`src/irq_src_pkg.sv`:
```
// Shared constants and types for the interrupt source and return logic.
package irq_src_pkg;

	// ==========================================================
	// Source indices, in polling order.
	localparam int         SRC_N    = 11;
	localparam logic [3:0] SRC_EXT0 = 4'h0;
	localparam logic [3:0] SRC_TMR0 = 4'h1;
	localparam logic [3:0] SRC_EXT1 = 4'h2;
	localparam logic [3:0] SRC_TMR1 = 4'h3;
	localparam logic [3:0] SRC_SER  = 4'h4;
	localparam logic [3:0] SRC_TMR2 = 4'h5;
	localparam logic [3:0] SRC_EXT2 = 4'h6;
	localparam logic [3:0] SRC_WDT  = 4'ha;

	// ==========================================================
	// Register indices; the byte address is four times the index.
	localparam logic [7:0] REG_TIMER_CTL  = 8'h88;
	localparam logic [7:0] REG_EXT_EDGE   = 8'h91;
	localparam logic [7:0] REG_SERIAL_CTL = 8'h98;
	localparam logic [7:0] REG_SRC_EN     = 8'ha8;
	localparam logic [7:0] REG_PRIO       = 8'hb8;
	localparam logic [7:0] REG_WAKEUP     = 8'hc6;
	localparam logic [7:0] REG_TIMER2_CTL = 8'hc8;
	localparam logic [7:0] REG_MISC_FLAG  = 8'hd8;
	localparam logic [7:0] REG_EXT_EN     = 8'he8;
	localparam logic [7:0] REG_EXT_PRIO   = 8'hf8;

	// ==========================================================
	// Field positions and fixed read values.
	localparam int         TC_TF1      = 7;
	localparam int         TC_TF0      = 5;
	localparam int         TC_IE1      = 3;
	localparam int         TC_IT1      = 2;
	localparam int         TC_IE0      = 1;
	localparam int         TC_IT0      = 0;
	localparam int         EF_LO       = 4;
	localparam logic [7:0] EF_FIXED    = 8'h08;
	localparam int         SC_TI       = 1;
	localparam int         SC_RI       = 0;
	localparam int         EN_GLOBAL   = 7;
	localparam int         T2_TF2      = 7;
	localparam int         MF_WDT      = 3;
	localparam logic [7:0] MF_FIXED    = 8'h40;
	localparam logic [7:0] EXT_FIXED   = 8'he0;
	localparam int         WU_EXT0     = 0;
	localparam int         WU_EXT1     = 1;
	localparam int         WU_WDT      = 2;

	// ==========================================================
	// Reset values and timing.
	localparam logic [7:0] RST_BYTE    = 8'h00;
	localparam int         MC_CLKS     = 4;

	// Return-address sequencer; one bit changes per step along push and pop paths, two on the step back to idle.
	typedef enum logic [2:0]
	{
		SEQ_IDLE    = 3'b000,
		SEQ_PUSH_LO = 3'b001,
		SEQ_PUSH_HI = 3'b011,
		SEQ_POP_HI  = 3'b100,
		SEQ_POP_LO  = 3'b110
	} seq_state_t;

endpackage

```
`src/pin_sampler.sv`:
```
// Synchroniser and machine-cycle sampler for one interrupt pin.
`timescale 1ns/1ps
module pin_sampler
(
	// Clock and reset.
	input  wire logic clk_in,
	input  wire logic reset_n_in,
	// Pin and sampling strobe.
	input  wire logic pin_in,
	input  wire logic sample_in,
	// Sampled level and edge pulses.
	output logic      level_out,
	output logic      rise_out,
	output logic      fall_out
);

	logic sync1_ff;
	logic sync2_ff;
	logic samp_ff;
	logic rise_ff;
	logic fall_ff;
	logic nxt_samp;
	logic nxt_rise;
	logic nxt_fall;

	// Edges are judged only between machine-cycle samples, so a glitch shorter than one machine cycle can be missed.
	always_comb
	begin
		nxt_samp = sample_in ? sync2_ff : samp_ff;
		nxt_rise = sample_in & sync2_ff & ~samp_ff;
		nxt_fall = sample_in & ~sync2_ff & samp_ff;
	end

	// Idle level is high so that reset does not fake a falling edge.
	always_ff @(posedge clk_in or negedge reset_n_in)
	begin
		if (!reset_n_in)
		begin
			sync1_ff <= 1'b1;
			sync2_ff <= 1'b1;
			samp_ff  <= 1'b1;
			rise_ff  <= 1'b0;
			fall_ff  <= 1'b0;
		end
		else
		begin
			sync1_ff <= pin_in;
			sync2_ff <= sync1_ff;
			samp_ff  <= nxt_samp;
			rise_ff  <= nxt_rise;
			fall_ff  <= nxt_fall;
		end
	end

	assign level_out = samp_ff;
	assign rise_out  = rise_ff;
	assign fall_out  = fall_ff;

endmodule

```
`src/irq_source_logic.sv`:
```
// Interrupt sources, flags, arbitration and return sequencing for the core.
`timescale 1ns/1ps
module irq_source_logic
#(
	parameter int MC_CLKS = irq_src_pkg::MC_CLKS
)
(
	// Clock and reset.
	input  wire logic        CLK_IN,
	input  wire logic        RESET_N_IN,
	// Wishbone register slave.
	input  wire logic        WB_CYC_IN,
	input  wire logic        WB_STB_IN,
	input  wire logic        WB_WE_IN,
	input  wire logic [9:0]  WB_ADR_IN,
	input  wire logic [3:0]  WB_SEL_IN,
	input  wire logic [31:0] WB_DAT_IN,
	output logic      [31:0] WB_DAT_OUT,
	output logic             WB_ACK_OUT,
	// External request pins.
	input  wire logic [5:0]  EXT_REQ_PIN_IN,
	// On-chip event pulses.
	input  wire logic        TMR0_OVF_IN,
	input  wire logic        TMR1_OVF_IN,
	input  wire logic        TMR2_OVF_IN,
	input  wire logic        SERIAL_RX_DONE_IN,
	input  wire logic        SERIAL_TX_DONE_IN,
	input  wire logic        WDT_EVENT_IN,
	// Core handshake.
	input  wire logic        VECTOR_ACK_IN,
	input  wire logic        RETURN_FROM_HANDLER_INSTR_IN,
	input  wire logic [15:0] PC_IN,
	input  wire logic [7:0]  STACK_RDATA_IN,
	output logic             IRQ_REQ_OUT,
	output logic      [3:0]  IRQ_SRC_OUT,
	output logic             IRQ_HIGH_OUT,
	output logic             SERIAL_REQ_OUT,
	output logic             WAKE_OUT,
	output logic             STACK_PUSH_OUT,
	output logic             STACK_POP_OUT,
	output logic      [7:0]  STACK_WDATA_OUT,
	output logic      [15:0] RET_PC_OUT,
	output logic             RET_VALID_OUT
);

	// ==========================================================
	// Pin sampling.
	logic [5:0] lvl;
	logic [5:0] rise;
	logic [5:0] fall;
	logic [7:0] mc_cnt_ff;
	logic [7:0] nxt_mc_cnt;
	logic       mc_stb_ff;
	logic       nxt_mc_stb;

	// Machine-cycle strobe paces the pin samples.
	always_comb
	begin
		nxt_mc_stb = (mc_cnt_ff == 8'(MC_CLKS - 1));
		nxt_mc_cnt = nxt_mc_stb ? 8'h00 : mc_cnt_ff + 8'h01;
	end

	always_ff @(posedge CLK_IN or negedge RESET_N_IN)
	begin
		if (!RESET_N_IN)
		begin
			mc_cnt_ff <= 8'h00;
			mc_stb_ff <= 1'b0;
		end
		else
		begin
			mc_cnt_ff <= nxt_mc_cnt;
			mc_stb_ff <= nxt_mc_stb;
		end
	end

	// Six external pins, one sampler each; edge sources rely on each level lasting a machine cycle.
	for (genvar g = 0; g < 6; g++)
	begin : g_pin
		pin_sampler u_samp
		(
			.clk_in     (CLK_IN),
			.reset_n_in (RESET_N_IN),
			.pin_in     (EXT_REQ_PIN_IN[g]),
			.sample_in  (mc_stb_ff),
			.level_out  (lvl[g]),
			.rise_out   (rise[g]),
			.fall_out   (fall[g])
		);
	end

	// ==========================================================
	// Register state.
	logic       it0_ff, it1_ff, ie0_ff, ie1_ff;
	logic       tf0_ff, tf1_ff, tf2_ff, ri_ff, ti_ff, wdtf_ff;
	logic [3:0] ef_ff;
	logic [7:0] en_ff, prio_ff;
	logic [4:0] xen_ff, xprio_ff;
	logic [2:0] wake_mask_ff;
	logic       ins_hi_ff, ins_lo_ff;
	logic       nxt_it0, nxt_it1, nxt_ie0, nxt_ie1;
	logic       nxt_tf0, nxt_tf1, nxt_tf2, nxt_ri, nxt_ti, nxt_wdtf;
	logic [3:0] nxt_ef;
	logic [7:0] nxt_en, nxt_prio;
	logic [4:0] nxt_xen, nxt_xprio;
	logic [2:0] nxt_wake_mask;
	logic       nxt_ins_hi, nxt_ins_lo;

	logic       ack_ff, nxt_ack;
	logic [7:0] rdat_ff, nxt_rdat;
	logic [7:0] idx;
	logic [7:0] wd;
	logic       wr;
	logic       vec;
	logic       ret_done;

	// Sources and arbitration terms.
	localparam int SRC_N_W = irq_src_pkg::SRC_N;
	logic [SRC_N_W-1:0] pend, srcen, srcpri, elig;
	logic       req_ff, hi_ff, nxt_req, nxt_hi;
	logic [3:0] src_ff, nxt_src;
	logic       ser_ff, nxt_ser, wake_ff, nxt_wake;

	assign idx = WB_ADR_IN[9:2];
	assign wd  = WB_DAT_IN[7:0];
	// A write lands on the edge where the master sees ack.
	assign wr  = WB_CYC_IN & WB_STB_IN & WB_WE_IN & WB_SEL_IN[0] & ack_ff;
	// Acknowledge refers to the source shown on the request outputs.
	assign vec = VECTOR_ACK_IN & req_ff;

	// Level mode reports the pin itself, edge mode the latched event.
	always_comb
	begin
		pend[0]    = it0_ff ? ie0_ff : ~lvl[0];
		pend[1]    = tf0_ff;
		pend[2]    = it1_ff ? ie1_ff : ~lvl[1];
		pend[3]    = tf1_ff;
		pend[4]    = ri_ff | ti_ff;
		pend[5]    = tf2_ff;
		pend[9:6]  = ef_ff;
		pend[10]   = wdtf_ff;
		srcen      = {xen_ff, en_ff[5:0]};
		srcpri     = {xprio_ff, prio_ff[5:0]};
		elig       = pend & srcen & {SRC_N_W{en_ff[irq_src_pkg::EN_GLOBAL]}};
	end

	// Highest priority first, then polling order; blocked levels are held off.
	always_comb
	begin
		nxt_req = 1'b0;
		nxt_hi  = 1'b0;
		nxt_src = 4'h0;
		for (int i = SRC_N_W - 1; i >= 0; i--)
		begin
			if (elig[i] && !srcpri[i] && !ins_hi_ff && !ins_lo_ff)
			begin
				nxt_req = 1'b1;
				nxt_src = 4'(i);
			end
		end
		for (int i = SRC_N_W - 1; i >= 0; i--)
		begin
			if (elig[i] && srcpri[i] && !ins_hi_ff)
			begin
				nxt_req = 1'b1;
				nxt_hi  = 1'b1;
				nxt_src = 4'(i);
			end
		end
		// Hold off a new request while the previous one is being taken.
		if (vec)
		begin
			nxt_req = 1'b0;
		end
		nxt_ser  = ri_ff | ti_ff;
		nxt_wake = (wake_mask_ff[irq_src_pkg::WU_EXT0] & pend[0])
			| (wake_mask_ff[irq_src_pkg::WU_EXT1] & pend[2])
			| (wake_mask_ff[irq_src_pkg::WU_WDT] & wdtf_ff);
	end

	// Flag and control updates; a hardware set always beats a clear in the same cycle.
	always_comb
	begin
		nxt_it0 = it0_ff;
		nxt_it1 = it1_ff;
		nxt_ie0 = ie0_ff;
		nxt_ie1 = ie1_ff;
		nxt_tf0 = tf0_ff;
		nxt_tf1 = tf1_ff;
		nxt_tf2 = tf2_ff;
		nxt_ri = ri_ff;
		nxt_ti = ti_ff;
		nxt_wdtf = wdtf_ff;
		nxt_ef = ef_ff;
		nxt_en = en_ff;
		nxt_prio = prio_ff;
		nxt_xen = xen_ff;
		nxt_xprio = xprio_ff;
		nxt_wake_mask = wake_mask_ff;
		nxt_ins_hi = ins_hi_ff;
		nxt_ins_lo = ins_lo_ff;
		// Vectoring clears timer 0/1 and external flags, never timer 2 or serial.
		if (vec)
		begin
			if (src_ff == irq_src_pkg::SRC_EXT0) nxt_ie0 = 1'b0;
			if (src_ff == irq_src_pkg::SRC_EXT1) nxt_ie1 = 1'b0;
			if (src_ff == irq_src_pkg::SRC_TMR0) nxt_tf0 = 1'b0;
			if (src_ff == irq_src_pkg::SRC_TMR1) nxt_tf1 = 1'b0;
			for (int k = 0; k < 4; k++)
			begin
				if (src_ff == irq_src_pkg::SRC_EXT2 + 4'(k)) nxt_ef[k] = 1'b0;
			end
			if (hi_ff) nxt_ins_hi = 1'b1;
			else nxt_ins_lo = 1'b1;
		end
		// Return drops the most recent level only, restoring the prior state.
		if (ret_done)
		begin
			if (ins_hi_ff) nxt_ins_hi = 1'b0;
			else nxt_ins_lo = 1'b0;
		end
		if (wr)
		begin
			unique case (idx)
				irq_src_pkg::REG_TIMER_CTL:
				begin
					nxt_tf1 = wd[irq_src_pkg::TC_TF1];
					nxt_tf0 = wd[irq_src_pkg::TC_TF0];
					nxt_ie1 = wd[irq_src_pkg::TC_IE1];
					nxt_it1 = wd[irq_src_pkg::TC_IT1];
					nxt_ie0 = wd[irq_src_pkg::TC_IE0];
					nxt_it0 = wd[irq_src_pkg::TC_IT0];
				end
				irq_src_pkg::REG_EXT_EDGE:   nxt_ef = wd[7:irq_src_pkg::EF_LO];
				irq_src_pkg::REG_SERIAL_CTL:
				begin
					nxt_ti = wd[irq_src_pkg::SC_TI];
					nxt_ri = wd[irq_src_pkg::SC_RI];
				end
				irq_src_pkg::REG_SRC_EN:     nxt_en = wd;
				irq_src_pkg::REG_PRIO:       nxt_prio = wd;
				irq_src_pkg::REG_WAKEUP:     nxt_wake_mask = wd[2:0];
				irq_src_pkg::REG_TIMER2_CTL: nxt_tf2 = wd[irq_src_pkg::T2_TF2];
				irq_src_pkg::REG_MISC_FLAG:  nxt_wdtf = wd[irq_src_pkg::MF_WDT];
				irq_src_pkg::REG_EXT_EN:     nxt_xen = wd[4:0];
				irq_src_pkg::REG_EXT_PRIO:   nxt_xprio = wd[4:0];
				default:
				begin
					nxt_en = en_ff;
				end
			endcase
		end
		// Level mode keeps no latched event at all.
		if (!nxt_it0) nxt_ie0 = 1'b0;
		if (!nxt_it1) nxt_ie1 = 1'b0;
		// Hardware events, applied last so that they win.
		if (it0_ff && fall[0]) nxt_ie0 = 1'b1;
		if (it1_ff && fall[1]) nxt_ie1 = 1'b1;
		if (TMR0_OVF_IN) nxt_tf0 = 1'b1;
		if (TMR1_OVF_IN) nxt_tf1 = 1'b1;
		if (TMR2_OVF_IN) nxt_tf2 = 1'b1;
		if (SERIAL_RX_DONE_IN) nxt_ri = 1'b1;
		if (SERIAL_TX_DONE_IN) nxt_ti = 1'b1;
		if (WDT_EVENT_IN) nxt_wdtf = 1'b1;
		if (rise[2]) nxt_ef[0] = 1'b1;
		if (fall[3]) nxt_ef[1] = 1'b1;
		if (rise[4]) nxt_ef[2] = 1'b1;
		if (fall[5]) nxt_ef[3] = 1'b1;
	end

	// ==========================================================
	// Wishbone slave: ack one cycle after the strobe, unmapped reads return zero.
	always_comb
	begin
		nxt_ack  = WB_CYC_IN & WB_STB_IN & ~ack_ff;
		nxt_rdat = 8'h00;
		unique case (idx)
			irq_src_pkg::REG_TIMER_CTL:
			begin
				nxt_rdat[irq_src_pkg::TC_TF1] = tf1_ff;
				nxt_rdat[irq_src_pkg::TC_TF0] = tf0_ff;
				nxt_rdat[irq_src_pkg::TC_IE1] = pend[2];
				nxt_rdat[irq_src_pkg::TC_IT1] = it1_ff;
				nxt_rdat[irq_src_pkg::TC_IE0] = pend[0];
				nxt_rdat[irq_src_pkg::TC_IT0] = it0_ff;
			end
			irq_src_pkg::REG_EXT_EDGE:   nxt_rdat = {ef_ff, 4'h0} | irq_src_pkg::EF_FIXED;
			irq_src_pkg::REG_SERIAL_CTL: nxt_rdat = {6'h00, ti_ff, ri_ff};
			irq_src_pkg::REG_SRC_EN:     nxt_rdat = en_ff;
			irq_src_pkg::REG_PRIO:       nxt_rdat = prio_ff;
			irq_src_pkg::REG_WAKEUP:     nxt_rdat = {5'h00, wake_mask_ff};
			irq_src_pkg::REG_TIMER2_CTL: nxt_rdat = {tf2_ff, 7'h00};
			irq_src_pkg::REG_MISC_FLAG:  nxt_rdat = {4'h0, wdtf_ff, 3'h0} | irq_src_pkg::MF_FIXED;
			irq_src_pkg::REG_EXT_EN:     nxt_rdat = {3'h0, xen_ff} | irq_src_pkg::EXT_FIXED;
			irq_src_pkg::REG_EXT_PRIO:   nxt_rdat = {3'h0, xprio_ff} | irq_src_pkg::EXT_FIXED;
			default:                     nxt_rdat = 8'h00;
		endcase
	end

	// ==========================================================
	// Return-address sequencer.
	irq_src_pkg::seq_state_t seq_ff, nxt_seq;
	logic        push_ff, pop_ff, nxt_push, nxt_pop;
	logic [7:0]  wdata_ff, nxt_wdata;
	logic [15:0] pc_ff, nxt_pc;
	logic [15:0] rpc_ff, nxt_rpc;
	logic        rvalid_ff, nxt_rvalid;

	assign ret_done = (seq_ff == irq_src_pkg::SEQ_POP_LO);

	// Push goes low byte then high; pop takes high byte then low.
	always_comb
	begin
		nxt_seq    = seq_ff;
		nxt_pc     = pc_ff;
		nxt_rpc    = rpc_ff;
		nxt_rvalid = 1'b0;
		unique case (seq_ff)
			irq_src_pkg::SEQ_IDLE:
			begin
				if (vec)
				begin
					nxt_seq = irq_src_pkg::SEQ_PUSH_LO;
					nxt_pc  = PC_IN;
				end
				else if (RETURN_FROM_HANDLER_INSTR_IN)
				begin
					nxt_seq = irq_src_pkg::SEQ_POP_HI;
				end
			end
			irq_src_pkg::SEQ_PUSH_LO: nxt_seq = irq_src_pkg::SEQ_PUSH_HI;
			irq_src_pkg::SEQ_PUSH_HI: nxt_seq = irq_src_pkg::SEQ_IDLE;
			irq_src_pkg::SEQ_POP_HI:
			begin
				nxt_rpc[15:8] = STACK_RDATA_IN;
				nxt_seq       = irq_src_pkg::SEQ_POP_LO;
			end
			irq_src_pkg::SEQ_POP_LO:
			begin
				nxt_rpc[7:0] = STACK_RDATA_IN;
				nxt_rvalid   = 1'b1;
				nxt_seq      = irq_src_pkg::SEQ_IDLE;
			end
			default: nxt_seq = irq_src_pkg::SEQ_IDLE;
		endcase
		nxt_push  = (nxt_seq == irq_src_pkg::SEQ_PUSH_LO) || (nxt_seq == irq_src_pkg::SEQ_PUSH_HI);
		nxt_pop   = (nxt_seq == irq_src_pkg::SEQ_POP_HI) || (nxt_seq == irq_src_pkg::SEQ_POP_LO);
		nxt_wdata = (nxt_seq == irq_src_pkg::SEQ_PUSH_HI) ? nxt_pc[15:8] : nxt_pc[7:0];
	end

	// ==========================================================
	// All state registers but the machine-cycle counter and strobe; reset leaves every source disabled and idle.
	always_ff @(posedge CLK_IN or negedge RESET_N_IN)
	begin
		if (!RESET_N_IN)
		begin
			{it0_ff, it1_ff, ie0_ff, ie1_ff} <= 4'h0;
			{tf0_ff, tf1_ff, tf2_ff}         <= 3'h0;
			{ri_ff, ti_ff, wdtf_ff}          <= 3'h0;
			ef_ff        <= 4'h0;
			en_ff        <= irq_src_pkg::RST_BYTE;
			prio_ff      <= irq_src_pkg::RST_BYTE;
			xen_ff       <= 5'h00;
			xprio_ff     <= 5'h00;
			wake_mask_ff <= 3'h0;
			ins_hi_ff    <= 1'b0;
			ins_lo_ff    <= 1'b0;
			ack_ff       <= 1'b0;
			rdat_ff      <= 8'h00;
			req_ff       <= 1'b0;
			hi_ff        <= 1'b0;
			src_ff       <= 4'h0;
			ser_ff       <= 1'b0;
			wake_ff      <= 1'b0;
			seq_ff       <= irq_src_pkg::SEQ_IDLE;
			push_ff      <= 1'b0;
			pop_ff       <= 1'b0;
			wdata_ff     <= 8'h00;
			pc_ff        <= 16'h0000;
			rpc_ff       <= 16'h0000;
			rvalid_ff    <= 1'b0;
		end
		else
		begin
			{it0_ff, it1_ff, ie0_ff, ie1_ff} <= {nxt_it0, nxt_it1, nxt_ie0, nxt_ie1};
			{tf0_ff, tf1_ff, tf2_ff}         <= {nxt_tf0, nxt_tf1, nxt_tf2};
			{ri_ff, ti_ff, wdtf_ff}          <= {nxt_ri, nxt_ti, nxt_wdtf};
			ef_ff        <= nxt_ef;
			en_ff        <= nxt_en;
			prio_ff      <= nxt_prio;
			xen_ff       <= nxt_xen;
			xprio_ff     <= nxt_xprio;
			wake_mask_ff <= nxt_wake_mask;
			ins_hi_ff    <= nxt_ins_hi;
			ins_lo_ff    <= nxt_ins_lo;
			ack_ff       <= nxt_ack;
			rdat_ff      <= nxt_rdat;
			req_ff       <= nxt_req;
			hi_ff        <= nxt_hi;
			src_ff       <= nxt_src;
			ser_ff       <= nxt_ser;
			wake_ff      <= nxt_wake;
			seq_ff       <= nxt_seq;
			push_ff      <= nxt_push;
			pop_ff       <= nxt_pop;
			wdata_ff     <= nxt_wdata;
			pc_ff        <= nxt_pc;
			rpc_ff       <= nxt_rpc;
			rvalid_ff    <= nxt_rvalid;
		end
	end

	// Outputs come straight from flip-flops.
	assign WB_ACK_OUT      = ack_ff;
	assign WB_DAT_OUT      = {24'h000000, rdat_ff};
	assign IRQ_REQ_OUT     = req_ff;
	assign IRQ_SRC_OUT     = src_ff;
	assign IRQ_HIGH_OUT    = hi_ff;
	assign SERIAL_REQ_OUT  = ser_ff;
	assign WAKE_OUT        = wake_ff;
	assign STACK_PUSH_OUT  = push_ff;
	assign STACK_POP_OUT   = pop_ff;
	assign STACK_WDATA_OUT = wdata_ff;
	assign RET_PC_OUT      = rpc_ff;
	assign RET_VALID_OUT   = rvalid_ff;

endmodule

```
`config.mk`:
```
export PLATFORM = sky130hd
export DESIGN_NAME = irq_source_logic
export DESIGN_NICKNAME = d
export VERILOG_FILES = /design/src/irq_src_pkg.sv /design/src/pin_sampler.sv /design/src/irq_source_logic.sv
export SDC_FILE = /design/constraint.sdc
export NUM_CORES = 1
export LEC_CHECK = 0
export ABC_AREA = 1
export BUFFER_PORTS_ARGS = -buffer_cell sky130_fd_sc_hd__buf_2
export CAP_MARGIN = 10
export CORE_MARGIN = 2
export CORE_UTILIZATION = 41
export DETAILED_ROUTE_END_ITERATION = 10
export GPL_TIMING_DRIVEN = 1
export MAX_ROUTING_LAYER = met4
export SYNTH_ARGS = -nofsm -noshare
export SYNTH_HDL_FRONTEND = slang
export SYNTH_SLANG_ARGS = --single-unit
```
`constraint.sdc`:
```
create_clock -name CLK_IN -period 2.6 [get_ports CLK_IN]
set_input_delay 0.52 -clock CLK_IN [delete_from_list [all_inputs] [get_ports CLK_IN]]
set_output_delay 0.52 -clock CLK_IN [all_outputs]
set_load 0.02 [all_outputs]
```
==> impl_metrics.env <==
export IMPL_avgRoutedWirePerCell_um=14.6
export IMPL_cts_inserted_buffers=17
export IMPL_dp_cells=961
export IMPL_die_w_um=127
export IMPL_cts_resized=0
export IMPL_synth_xor_area_frac=0.00566
export IMPL_final_area_sq_um=7440
export IMPL_ctsHoldBuffers=0
export IMPL_io_buffers=103
export IMPL_cts_max_level=4
export IMPL_slowest_delay_ps=430
export IMPL_ys_seq_area_frac=0.573
export IMPL_via_per_inst=4.94
export IMPL_r2r_end="IRQ_SRC_OUT[0]"
export IMPL_synthTopCellsByCount="156 x nand2_1, 123 x dfrtp_1, 87 x inv_1"
export IMPL_grt_start_max_net_pins=64
export IMPL_hold_violations=0
export IMPL_crit_type="reg -> reg"
export IMPL_io_pins=157
export IMPL_crit_cells=16
export IMPL_final_antenna_net_count=0
export IMPL_grt_pass1_vias=4911
export IMPL_crit_path_start_kind="flip-flop"
export IMPL_yosys_area_share_simple=0.187
export IMPL_synthMuxAreaShare=0.0275
export IMPL_grt_usage=0.195
export IMPL_crit_path_frequent_cell="nand2_1"
export IMPL_synth_edf_count=0
export IMPL_path_cells="o21ai_0 -> inv_1 -> nor3_1 -> nand3_1 -> nand2_1 -> nand2_1 -> nand2_1 -> nand2_1 -> nand2_1 -> nand2_1 -> nand2_1 -> nand2_1 -> nand2_1 -> nand2_1 -> nand2_1 -> a21oi_2"
export IMPL_drt_iter0_drc=343
export IMPL_avgSynthCellArea_sq_um=9.12
export IMPL_place_area_sq_um=6860
export IMPL_outcome="complete, no violations"
export IMPL_reg2reg_from="it1_ff"
export IMPL_dieArea_sq_um=16100
export IMPL_crit_fanout=5
export IMPL_drc=0
export IMPL_overflow=0
export IMPL_tightest_slew_ps=630
export IMPL_r2r_setup_slack_ps=400
export IMPL_post_cts_buffers=0
export IMPL_first_pass_iters=5
export IMPL_ys_flop_type="dfrtp_1"
export IMPL_crit_slowest_cell="dfrtp_1"
export IMPL_power_density_nw_per_um2=742
export IMPL_synth_top_family_by_area="simple AND/OR/NAND/NOR gates"
export IMPL_max_slew_margin=0.576
export IMPL_clk_pin_slew_ps=60
export IMPL_synthToLayoutAreaGrowth_pct=20.1
export IMPL_clk_latency_ps=420
export IMPL_period_share=0.845
export IMPL_syn_inst=679
export IMPL_fill_cells=1373
export IMPL_layout_drive_gt1_share=0.234
export IMPL_drv_cap=0
export IMPL_reg2reg_depth=16
export IMPL_wl_um=14500
export IMPL_hold_class="in -> async"
export IMPL_synthArstFlopShare=1.00
export IMPL_initial_utilization=0.423
export IMPL_fin_hold_ws_ps=51.6
export IMPL_fin_tns_setup_ps=0
export IMPL_synth_top_cell_area_share=0.497
export IMPL_antenna_found_initial=3
export IMPL_core_area_sq_um=14600
export IMPL_syn_cell_area_sq_um=6190
export IMPL_die_h_um=127
export IMPL_cts_root_buf="clkbuf_16"
export IMPL_drv_slew=0
export IMPL_dpl_hpwl_um=10700
export IMPL_endpoint="IRQ_SRC_OUT[0]"
export IMPL_path_buf_inv=1
export IMPL_grt_pass1_wl_um=23800
export IMPL_fin_ws_ps=404
export IMPL_synth_compound_area_frac=0.110
export IMPL_period_minus_slack_ps=2200
export IMPL_setup_viol=0
export IMPL_final_nets=886
export IMPL_synthAdderAreaFrac=0.00202
export IMPL_gp_congestion=0.911
export IMPL_ys_ff_latch=141
export IMPL_ys_warn_count=0
export IMPL_vdd_ir_drop_max_mv=0.605
export IMPL_preCtsSetupSlack_ps=389
export IMPL_cts_sinks=141
export IMPL_skew_ps=7.76
export IMPL_fin_cells=996
export IMPL_cp_end_kind="flip-flop"
export IMPL_vias=4920
export IMPL_fmax_mhz=455
export IMPL_yosys_cell_types_count=41
export IMPL_cts_path_max_buffers=2
export IMPL_grt_setup_unrepaired="no"
export IMPL_cpLargestDelayFamily="simple AND/OR/NAND/NOR gates"
export IMPL_cts_tree="built"
export IMPL_startpoint="it1_ff"
export IMPL_synth_area_leaders="dfrtp_1 50%, nand2_1 9.5%, dfstp_2 7.6%"
export IMPL_synth_most_common_cell="nand2_1"
export IMPL_crit_arrival_ps=2490
export IMPL_num_rows=44
export IMPL_crit_required_ps=2890
export IMPL_cellLeakagePower_nw=3.79
export IMPL_synth_area_leader_cell="dfrtp_1"
## cells in the final DEF, fill, tap and decap left out, types with 6 or more instances in the layout
cell type  netlist  final
nand3_1         24     24
nor3_1          16     16
clkbuf_16        0     17
buf_2            1    102
inv_2            6      6
o211ai_1         6      6
conb_1           1     24
mux2i_1          8      8
mux2_2           8      8
a21oi_1         11     11
nor2_1          52     52
nand2_1        156    156
dfrtp_1        123    123
inv_1           87     87
nor2_2           6      6
o21ai_0         71     71
dfstp_2         18     18
## cells by family (layout without fill, tap and decap cells)
group / count (synthesis) / after routing
flip-flops: 141 / 141
XOR/XNOR: 4 / 4
other: 1 / 27
AO/OA/AOI/OAI: 118 / 118
adder cells (fa/ha/maj): 1 / 1
buffers and inverters: 128 / 235
multiplexers: 16 / 16
AND/OR/NAND/NOR: 270 / 270
## layout make-up
cell class	instances	area, sq um	area share
diodes	3	7.51	0.00101
clock buffers	18	439	0.0591
well taps	184	230	0.0310
multi-input cells	433	2140	0.288
inverters	94	353	0.0474
repair buffers	109	579	0.0779
clock inverters	14	133	0.0178
flip-flops and latches	141	3550	0.477
## state kept, by name (all words and copies together), names as in the netlist, 8 cells and up
register and count:
rdat_ff 8, en_ff 8, STACK_WDATA_OUT 8, prio_ff 8
mc_cnt_ff 8, pc_ff 16, RET_PC_OUT 16
## per-stage QoR
stage,total power [mW],util
5_1_grt,5.78,0.508
2_1_floorplan,2.95,-
3_3_place_gp,3.21,0.468
6_report,5.52,0.508
4_1_cts,5.58,0.507
3_5_place_dp,3.23,0.468
## worst reg2reg max path: stages (launching register included)
cell	delay, ps
dfrtp_1	430
o21ai_0	400
inv_1	150
nor3_1	280
nand3_1	150
nand2_1	100
nand2_1	50
nand2_1	50
nand2_1	40
nand2_1	50
nand2_1	50
nand2_1	60
nand2_1	50
nand2_1	50
nand2_1	50
nand2_1	70
a21oi_2	60
## report_power, final
part | leakage, nW | internal [mW] | switching [mW]
logic | 1.71 | 0.213 | 0.504
clock network | 0.280 | 1.36 | 0.977
registers | 1.80 | 2.38 | 0.0869
## metal layers
layer | wire, um | vias up | global-route usage
met2 | 6980 | 177 | 0.307
met1 | 6250 | 2338 | 0.236
met5 | 0 | - | -
met4 | 281 | 0 | 0.0705
met3 | 994 | 25 | 0.0641
li1 | - | 2380 | -
## worst min-delay path by stage
stage | slack (ps) | startpoint | to | cells after the start
final | 50 | RESET_N_IN | rdat_ff[6] | 1
after global routing | 80 | RESET_N_IN | rdat_ff[6] | 1
after CTS | 70 | RESET_N_IN | rdat_ff[6] | 1
after detailed placement | 350 | g_pin[0].u_samp.sync1_ff | g_pin[0].u_samp.sync2_ff | 0
after global placement | 350 | g_pin[4].u_samp.sync1_ff | g_pin[4].u_samp.sync2_ff | 0
after floorplan | 220 | RESET_N_IN | IRQ_HIGH_OUT | 0
Note: power is estimated with default switching activity, not from simulation.
